### config.mk
export PLATFORM = sky130hd
export DESIGN_NAME = phy_strap_config_and_control
export DESIGN_NICKNAME = d
export VERILOG_FILES = /design/src/verilog/phy_strap_pkg.sv /design/src/verilog/phy_strap_config_and_control.sv
export VERILOG_INCLUDE_DIRS = /design/src /design/src/verilog
export SDC_FILE = /design/constraint.sdc
export NUM_CORES = 1
export LEC_CHECK = 0
export ABC_CLOCK_PERIOD_IN_PS = 2200
export BUFFER_PORTS_ARGS = -buffer_cell sky130_fd_sc_hd__buf_4
export CAP_MARGIN = 25
export CORE_AREA = 2 2 98 148
export CTS_BUF_LIST = sky130_fd_sc_hd__clkbuf_8
export CTS_CLUSTER_SIZE = 10
export DETAILED_ROUTE_END_ITERATION = 10
export DIE_AREA = 0 0 100 150
export HOLD_SLACK_MARGIN = 0.05
export PLACE_DENSITY = 0.73
export SETUP_SLACK_MARGIN = 0.4
export SYNTH_ARGS = -nofsm -noshare
export SYNTH_HDL_FRONTEND = slang
export SYNTH_SLANG_ARGS = --single-unit
### constraint.sdc
create_clock -name clk_sys -period 2.2 [get_ports clk_sys]
set_input_delay 0.11 -clock clk_sys [delete_from_list [all_inputs] [get_ports clk_sys]]
set_output_delay 0.11 -clock clk_sys [all_outputs]
set_load 0.02 [all_outputs]
### src/verilog/phy_strap_map.svh
// Offsets, field positions, reset values and timing counts of the strap and control block.
// Included by the design module only; the package does not include it.
`ifndef PHY_STRAP_MAP_SVH
`define PHY_STRAP_MAP_SVH
`define REG_TRANSCEIVER_CONTROL        5'h00
`define REG_TRANSCEIVER_STATUS         5'h01
`define REG_PHY_IDENTIFIER_HIGH        5'h02
`define REG_PHY_IDENTIFIER_LOW         5'h03
`define REG_NEGOTIATION_ADVERTISEMENT  5'h04
`define REG_LINK_PARTNER_ABILITY       5'h05
`define REG_NEGOTIATION_EXPANSION      5'h06
`define REG_CONFIG_INFO_IRQ_STATUS     5'h11
`define REG_IRQ_ENABLE                 5'h12
`define REG_FAST_TX_CONTROL_STATUS     5'h13
`define REG_TRANSCEIVER_MODE_CONTROL   5'h14
`define CTL_SOFT_RESET_POS             15
`define CTL_LOOPBACK_POS               14
`define CTL_SPEED_POS                  13
`define CTL_AUTONEG_POS                12
`define CTL_POWERDOWN_POS              11
`define CTL_ISOLATE_POS                10
`define CTL_DUPLEX_POS                 8
`define ADV_FAST_FULL_POS              8
`define ADV_FAST_HALF_POS              7
`define ADV_SLOW_FULL_POS              6
`define ADV_SLOW_HALF_POS              5
`define CTL_RESET_VALUE                16'h3000
`define STATUS_VALUE                   16'h7840
`define ADV_RESET_VALUE                16'h01e1
`define ID_HIGH_VALUE                  16'h1234
`define ID_LOW_VALUE                   16'h5670
`define MODE_CONTROL_RESET_VALUE       16'h0002
`define SOFT_RESET_CYCLES              8'd16
`endif

### src/verilog/phy_strap_pkg.sv
// Types shared by the strap and control block.
// Assumes the constant header is on the include path.
package phy_strap_pkg;
  typedef struct packed {
    logic [4:0] multi_function_straps;
    logic       advertise_strap_a;
    logic       advertise_strap_b;
    logic       duplex_strap;
    logic [4:0] address_straps;
  } strap_bundle_t;

  typedef struct packed {
    logic        valid;
    logic        write;
    logic [4:0]  phy_addr;
    logic [4:0]  reg_addr;
    logic [15:0] wdata;
  } mgmt_req_t;

  typedef enum logic [1:0] {
    ST_HW_RESET   = 2'b00,
    ST_LATCH      = 2'b01,
    ST_RUN        = 2'b10,
    ST_SOFT_RESET = 2'b11
  } cfg_state_t;
endpackage : phy_strap_pkg

### src/verilog/phy_strap_config_and_control.sv
// Strap decoding, management register file and upper control bits of a 10/100 transceiver.
// Assumes a management frame engine on clk_sys presents decoded one-cycle requests.
`timescale 1ns/1ns
`include "phy_strap_map.svh"
module phy_strap_config_and_control
  import phy_strap_pkg::*;
(
  input  wire logic          clk_sys,
  input  wire logic          nrst,
  input  wire strap_bundle_t straps,
  input  wire logic          pwrdwn_pin,
  input  wire mgmt_req_t     mgmt_req,
  output logic               mgmt_ack,
  output logic [15:0]        mgmt_rdata,
  output logic [4:0]         phy_address,
  output logic               ready,
  output logic               loopback_en,
  output logic               speed_100,
  output logic               autoneg_en,
  output logic               full_duplex,
  output logic               powerdown,
  output logic               mii_isolate,
  output logic               line_tx_oe_n,
  output logic [4:0]         led_status,
  output logic [4:0]         led_out,
  output logic [4:0]         led_oe_n
);
  logic [12:0]   strap_meta;
  logic [12:0]   strap_sync;
  logic          pwr_meta;
  logic          pwr_sync;
  cfg_state_t    state;
  cfg_state_t    next_state;
  logic [7:0]    count;
  logic [7:0]    next_count;
  strap_bundle_t latched;
  strap_bundle_t next_latched;
  logic [15:0]   control;
  logic [15:0]   next_control;
  logic [15:0]   advert;
  logic [15:0]   next_advert;
  logic [15:0]   irq_en;
  logic [15:0]   next_irq_en;
  logic [15:0]   fast_ctl;
  logic [15:0]   next_fast_ctl;
  logic [15:0]   mode_ctl;
  logic [15:0]   next_mode_ctl;
  logic          next_ack;
  logic [15:0]   next_rdata;
  logic [4:0]    led_pol;
  logic [4:0]    next_led_pol;
  logic          hit;
  strap_bundle_t s;

  // Decodes the three advertisement straps into bits 8 to 5.
  function automatic logic [3:0] adv_decode(input logic a, input logic b, input logic d);
    case ({a, b, d})
      3'b111:  adv_decode = 4'hf;
      3'b100:  adv_decode = 4'h4;
      3'b101:  adv_decode = 4'hc;
      3'b010:  adv_decode = 4'h1;
      3'b011:  adv_decode = 4'h3;
      3'b110:  adv_decode = 4'h5;
      default: adv_decode = 4'hf;
    endcase
  endfunction : adv_decode

  // Builds the control and advertisement reset images from a strap snapshot.
  function automatic logic [31:0] strap_image(input strap_bundle_t t);
    logic [15:0] c;
    logic [15:0] v;
    c = `CTL_RESET_VALUE;
    v = `ADV_RESET_VALUE;
    c[`CTL_AUTONEG_POS] = t.multi_function_straps[0];
    // With the negotiation strap low, v keeps the ordinary advertisement default.
    if (t.multi_function_straps[0]) begin
      v[`ADV_FAST_FULL_POS:`ADV_SLOW_HALF_POS] =
        adv_decode(t.advertise_strap_a, t.advertise_strap_b, t.duplex_strap);
    end else begin
      c[`CTL_LOOPBACK_POS] = t.advertise_strap_b;
      c[`CTL_DUPLEX_POS]   = t.duplex_strap;
    end
    c[`CTL_ISOLATE_POS] = (t.address_straps == 5'h00);
    strap_image = {c, v};
  endfunction : strap_image

  // Straps and the power-down pin come from pins and are synchronised first.
  always_ff @(posedge clk_sys or negedge nrst) begin
    if (!nrst) begin
      strap_meta <= 13'h0000;
      strap_sync <= 13'h0000;
      pwr_meta   <= 1'b0;
      pwr_sync   <= 1'b0;
    end else begin
      strap_meta <= straps;
      strap_sync <= strap_meta;
      pwr_meta   <= pwrdwn_pin;
      pwr_sync   <= pwr_meta;
    end
  end

  assign s   = strap_bundle_t'(strap_sync);
  assign hit = mgmt_req.valid && (mgmt_req.phy_addr == latched.address_straps);

  always_comb begin
    next_state    = state;
    next_count    = count;
    next_latched  = latched;
    next_control  = control;
    next_advert   = advert;
    next_irq_en   = irq_en;
    next_fast_ctl = fast_ctl;
    next_mode_ctl = mode_ctl;
    next_led_pol  = led_pol;
    next_ack      = 1'b0;
    next_rdata    = mgmt_rdata;
    case (state)
      ST_HW_RESET: begin
        // Three cycles let the synchronisers fill before the straps are read.
        next_count = count + 8'd1;
        if (count == 8'd2) begin
          next_state = ST_LATCH;
        end
      end
      ST_LATCH: begin
        next_latched = s;
        next_led_pol = s.address_straps;
        {next_control, next_advert} = strap_image(s);
        next_state = ST_RUN;
      end
      ST_RUN: begin
        if (hit) begin
          next_ack = 1'b1;
          if (mgmt_req.write) begin
            case (mgmt_req.reg_addr)
              `REG_TRANSCEIVER_CONTROL: begin
                next_control = mgmt_req.wdata & 16'hfd80;
                if (mgmt_req.wdata[`CTL_SOFT_RESET_POS]) begin
                  next_state = ST_SOFT_RESET;
                  next_count = 8'd0;
                end
              end
              `REG_NEGOTIATION_ADVERTISEMENT: next_advert   = mgmt_req.wdata;
              `REG_IRQ_ENABLE:                next_irq_en   = mgmt_req.wdata;
              `REG_FAST_TX_CONTROL_STATUS:    next_fast_ctl = mgmt_req.wdata;
              `REG_TRANSCEIVER_MODE_CONTROL:  next_mode_ctl = mgmt_req.wdata;
              default: next_ack = 1'b1;
            endcase
          end else begin
            case (mgmt_req.reg_addr)
              `REG_TRANSCEIVER_CONTROL:       next_rdata = control;
              `REG_TRANSCEIVER_STATUS:        next_rdata = `STATUS_VALUE;
              `REG_PHY_IDENTIFIER_HIGH:       next_rdata = `ID_HIGH_VALUE;
              `REG_PHY_IDENTIFIER_LOW:        next_rdata = `ID_LOW_VALUE;
              `REG_NEGOTIATION_ADVERTISEMENT: next_rdata = advert;
              `REG_LINK_PARTNER_ABILITY:      next_rdata = 16'h0000;
              `REG_NEGOTIATION_EXPANSION:     next_rdata = 16'h0000;
              `REG_CONFIG_INFO_IRQ_STATUS:    next_rdata = {control[`CTL_SPEED_POS],
                                                            control[`CTL_DUPLEX_POS],
                                                            14'h0000};
              `REG_IRQ_ENABLE:                next_rdata = irq_en;
              `REG_FAST_TX_CONTROL_STATUS:    next_rdata = fast_ctl;
              `REG_TRANSCEIVER_MODE_CONTROL:  next_rdata = mode_ctl;
              default:                        next_rdata = 16'h0000;
            endcase
          end
        end
      end
      ST_SOFT_RESET: begin
        // Soft reset restores the strap image latched at hardware reset.
        next_count = count + 8'd1;
        {next_control, next_advert} = strap_image(latched);
        next_control[`CTL_SOFT_RESET_POS] = 1'b1;
        next_irq_en   = 16'h0000;
        next_fast_ctl = 16'h0000;
        next_mode_ctl = `MODE_CONTROL_RESET_VALUE;
        if (count == `SOFT_RESET_CYCLES - 8'd1) begin
          next_control[`CTL_SOFT_RESET_POS] = 1'b0;
          next_state = ST_RUN;
        end
      end
      default: next_state = ST_HW_RESET;
    endcase
  end

  always_ff @(posedge clk_sys or negedge nrst) begin
    if (!nrst) begin
      state      <= ST_HW_RESET;
      count      <= 8'd0;
      latched    <= '0;
      control    <= `CTL_RESET_VALUE;
      advert     <= `ADV_RESET_VALUE;
      irq_en     <= 16'h0000;
      fast_ctl   <= 16'h0000;
      mode_ctl   <= `MODE_CONTROL_RESET_VALUE;
      led_pol    <= 5'h00;
      mgmt_ack   <= 1'b0;
      mgmt_rdata <= 16'h0000;
    end else begin
      state      <= next_state;
      count      <= next_count;
      latched    <= next_latched;
      control    <= next_control;
      advert     <= next_advert;
      irq_en     <= next_irq_en;
      fast_ctl   <= next_fast_ctl;
      mode_ctl   <= next_mode_ctl;
      led_pol    <= next_led_pol;
      mgmt_ack   <= next_ack;
      mgmt_rdata <= next_rdata;
    end
  end

  assign phy_address  = latched.address_straps;
  assign ready        = (state == ST_RUN);
  assign loopback_en  = control[`CTL_LOOPBACK_POS];
  assign autoneg_en   = control[`CTL_AUTONEG_POS];
  assign speed_100    = autoneg_en | control[`CTL_SPEED_POS];
  assign full_duplex  = autoneg_en | control[`CTL_DUPLEX_POS];
  assign powerdown    = control[`CTL_POWERDOWN_POS] | pwr_sync;
  assign mii_isolate  = control[`CTL_ISOLATE_POS] | powerdown;
  assign line_tx_oe_n = powerdown;
  // Each LED driver takes the polarity of its own address strap, latched at reset.
  for (genvar gi = 0; gi < 5; gi++) begin : g_led
    assign led_out[gi] = led_status[gi] ^ led_pol[gi];
  end
  assign led_oe_n     = {5{powerdown}};
  assign led_status   = {1'b0, full_duplex, 1'b0, 1'b0, speed_100};
endmodule : phy_strap_config_and_control

==> metrics.md <==
| Metric | Value |
|---|---|
| Peak VDD IR | 0.000895 V |
| Die W | 100 um |
| Asr flop ratio synth | 100% |
| Row count | 53 |
| Drt total wl | 18.8 mm |
| Syn Area/Cell | 11.1 um^2 |
| Post-layout net count | 736 |
| Startpoint types | flop |
| Clock-pin slew on the worst setup and hold paths | 0.08 ns |
| I/O pins | 89 |
| Crit Path Category | reg -> reg |
| Gpl congestion | 0.881 |
| Crit path required time | 2.53 ns |
| FILL cells | 1072 |
| Critical path endpoint category | flop |
| Final Max Slew Viols | 0 |
| Clk_lat worst skew | 0.44 ns |
| Via count | 5405 |
| Yosys warns | 0 |
| Mapped Cells | 546 |
| Die Height | 150 um |
| Grt ovf | 0 |
| Die Area | 15000 um^2 |
| Core area | 13800 um^2 |
| Global-route wire length before repair | 28.2 mm |
| Area grow syn2layout | 36.1% |
| Final WS setup | 0.149 ns |
| Num CTS Buffers | 17 |
| Hpwl dp | 12.1 mm |
| DRC violations left | 0 |
| Synthesized area | 6070 um^2 |
| H-tree Lvls | 4 |
| Outcome | finished clean |
| Netlist cell types | 56 |
| Share of cells above drive strength 1 | 37.2% |
| Pre-antenna DRT Iters | 5 |
| Sequential fraction of the synthesis area | 52.9% |
| Hold Path Class | in -> async |
| Post-DRT Antenna Nets | 0 |
| Worst EP arrival | 2.38 ns |
| Overall routing resource usage | 24.5% |
| Maxcap violations | 0 |
| Ys flop type | dfrtp_1 |
| Vias per inst | 6.26 |
| Antenna violations before repair | 0 |
| DR iter-0 viols | 600 |
| Final TNS setup | 0 ns |
| Fmax | 488 MHz |
| Root Driver | clkbuf_8 |
| DR WL/cell | 21.8 um |
| Place WS | -0.00885 ns |
| Crit share post-route | 93.2% |
| Worst slew margin | 54.8% |
| Worst slew pin tran | 0.673 ns |
| Largest net degree at the start of global routing | 86 |
| Number of synthesized flops with an enable pin | 0 |
| Flops & latches, synth | 128 |
| RSZ-0062 raised after global routing | true |
| Clock Tree Buf Depth | 2 |
| CTS tree | built |
| Number of global-route vias before repair | 5336 |
| Pleak | 3.77 nW |
| Clock Skew | 0.00877 ns |
| CP Max Fanout | 5 |
| Initial Util | 44.0% |
| Hold_ws | 0.109 ns |
| Final hold violation count | 0 |
| Setup violations, final | 0 |
| Clock Sinks | 128 |
| PortBufs | 81 |
| Minimum clock period | 2.05 ns |
| # diodes | 0 |
| Pwr/cell area | 1050 nW/um^2 |
[power breakdown]
part | switching (W) | total [W] | leakage (nW) | internal [W]
logic | 0.00195 | 0.00346 | 1.89 | 0.00151
clock network | 0.000969 | 0.00223 | 0.212 | 0.00126
registers | 0.000314 | 0.00296 | 1.67 | 0.00264
[layout by cell type, fill, tap and decap left out, types with 5 or more instances in the layout]
cell,Yosys,layout
buf_12,0,5
a32o_1,12,12
a22oi_1,15,15
nand3_1,13,12
buf_6,0,6
nor2b_1,10,9
dlygate4sd3_1,0,27
or2_2,5,5
nand3b_1,5,5
nor2_1,20,17
clkbuf_8,0,18
mux2_4,0,5
dfrtp_1,120,118
a221oi_1,9,7
nand2_1,43,41
dfstp_2,8,8
a31oi_1,9,8
a221o_1,22,22
mux2_2,18,13
buf_4,19,126
o21ai_0,25,16
o21ai_2,0,6
a22o_1,39,39
inv_1,11,10
a21oi_1,12,11
and2_1,20,20
[critical path: stages (launching register included)]
cell	delay, ns
dfrtp_2	0.45
xnor2_4	0.21
nand2_2	0.09
or4b_4	0.56
a21oi_4	0.29
mux2_4	0.34
[path summary, 6_finish.rpt]
check                             start        endpoint  slack [ns]  cells after the start
hold reg to reg                pwr_meta        pwr_sync        0.35                      0
min in group clk_sys       mgmt_req[19]  mgmt_rdata[13]        0.26                      4
setup / recovery             led_pol[2]     control[10]        0.15                      5
max in group asynchronous          nrst       advert[5]        1.30                      3
setup reg to reg             led_pol[2]     control[10]        0.15                      5
hold / removal                     nrst            s[5]        0.11                      2
[synth_stat cells (4+ instances only)]
cell type / instances / area [um^2]
dfrtp_1: 120 / 3000
nand3_1: 13 / 65.1
mux2i_1: 4 / 40.0
a21o_1: 4 / 30.0
o31ai_1: 6 / 45.0
nor2b_1: 10 / 62.6
mux2_2: 18 / 203
a31oi_1: 9 / 56.3
or4_1: 4 / 30.0
or2_2: 5 / 31.3
a21oi_1: 12 / 60.1
nor2_1: 20 / 75.1
nor4_1: 5 / 31.3
a22o_1: 39 / 342
buf_2: 4 / 20.0
buf_4: 19 / 143
a222oi_1: 4 / 40.0
dfstp_2: 8 / 210
and3_1: 6 / 37.5
a32o_1: 12 / 120
nand3b_1: 5 / 37.5
xnor2_1: 5 / 43.8
a221o_1: 22 / 220
and2_1: 20 / 125
nand2_1: 43 / 161
nor3_1: 6 / 30.0
a22oi_1: 15 / 113
clkbuf_1: 23 / 86.3
ha_1: 6 / 75.1
o21ai_0: 25 / 125
a221oi_1: 9 / 78.8
inv_1: 11 / 41.3
[kinds of logic (layout without fill, tap and decap cells)]
group | after synthesis | count (layout) | synth area share [%]
simple gates | 156 | 158 | 14.1
flops | 128 | 128 | 52.9
buf+inv | 60 | 208 | 4.97
mux | 22 | 22 | 4.00
other cells | 1 | 3 | 0.0618
compound gates | 166 | 167 | 21.6
xor+xnor | 7 | 7 | 1.01
fa+ha+maj | 6 | 6 | 1.24
[what timing repair did]
action / in CTS / in global routing
gates cloned: 3 / 1
setup buffers: 15 / 3
hold buffers: 27 / 0
endpoints found under the setup margin: 96 / 91
resized for setup: 47 / 24
pin swaps: 33 / 18
endpoints found under the hold margin: 175 / 0
[sequential cells by signal (all words and copies together) (netlist names)]
register	count
mgmt_rdata	16
mode_ctl	16
pwr_meta	1
fast_ctl	16
irq_en	16
control	8
mgmt_ack	1
s	9
pwr_sync	1
advert	16
led_pol	5
count	8
strap_meta	9
state	2
latched	4
[layer usage]
metal  part of all wire (%)  track usage [%]
met5                      0                0
met4                    4.8             12.4
met3                    8.1             5.28
met2                     51             41.7
met1                     36             29.1
[metrics by stage]
stage | total power (W) | cell area [um^2] | utilization, % | cells
after global placement | 0.00562 | 7050 | 51.1 | 782
after global routing | 0.00898 | 8260 | 59.9 | 864
after floorplan | 0.00472 | 6210 | - | 548
after CTS | 0.00833 | 8100 | 58.8 | 860
after detailed placement | 0.00575 | 7050 | 51.1 | 783
final | 0.00864 | 8260 | 59.9 | 864
[final cells by class]
cell class	count	area (um^2)	area share, %
clock inverters	14	190	2.30
multi-input cells	363	2950	35.7
flip-flops and latches	128	3220	38.9
inverters	11	41.3	0.500
clock buffers	18	248	3.00
well taps	165	206	2.50
repair buffers	165	1410	17.1
(Power assumes the default switching activity.)
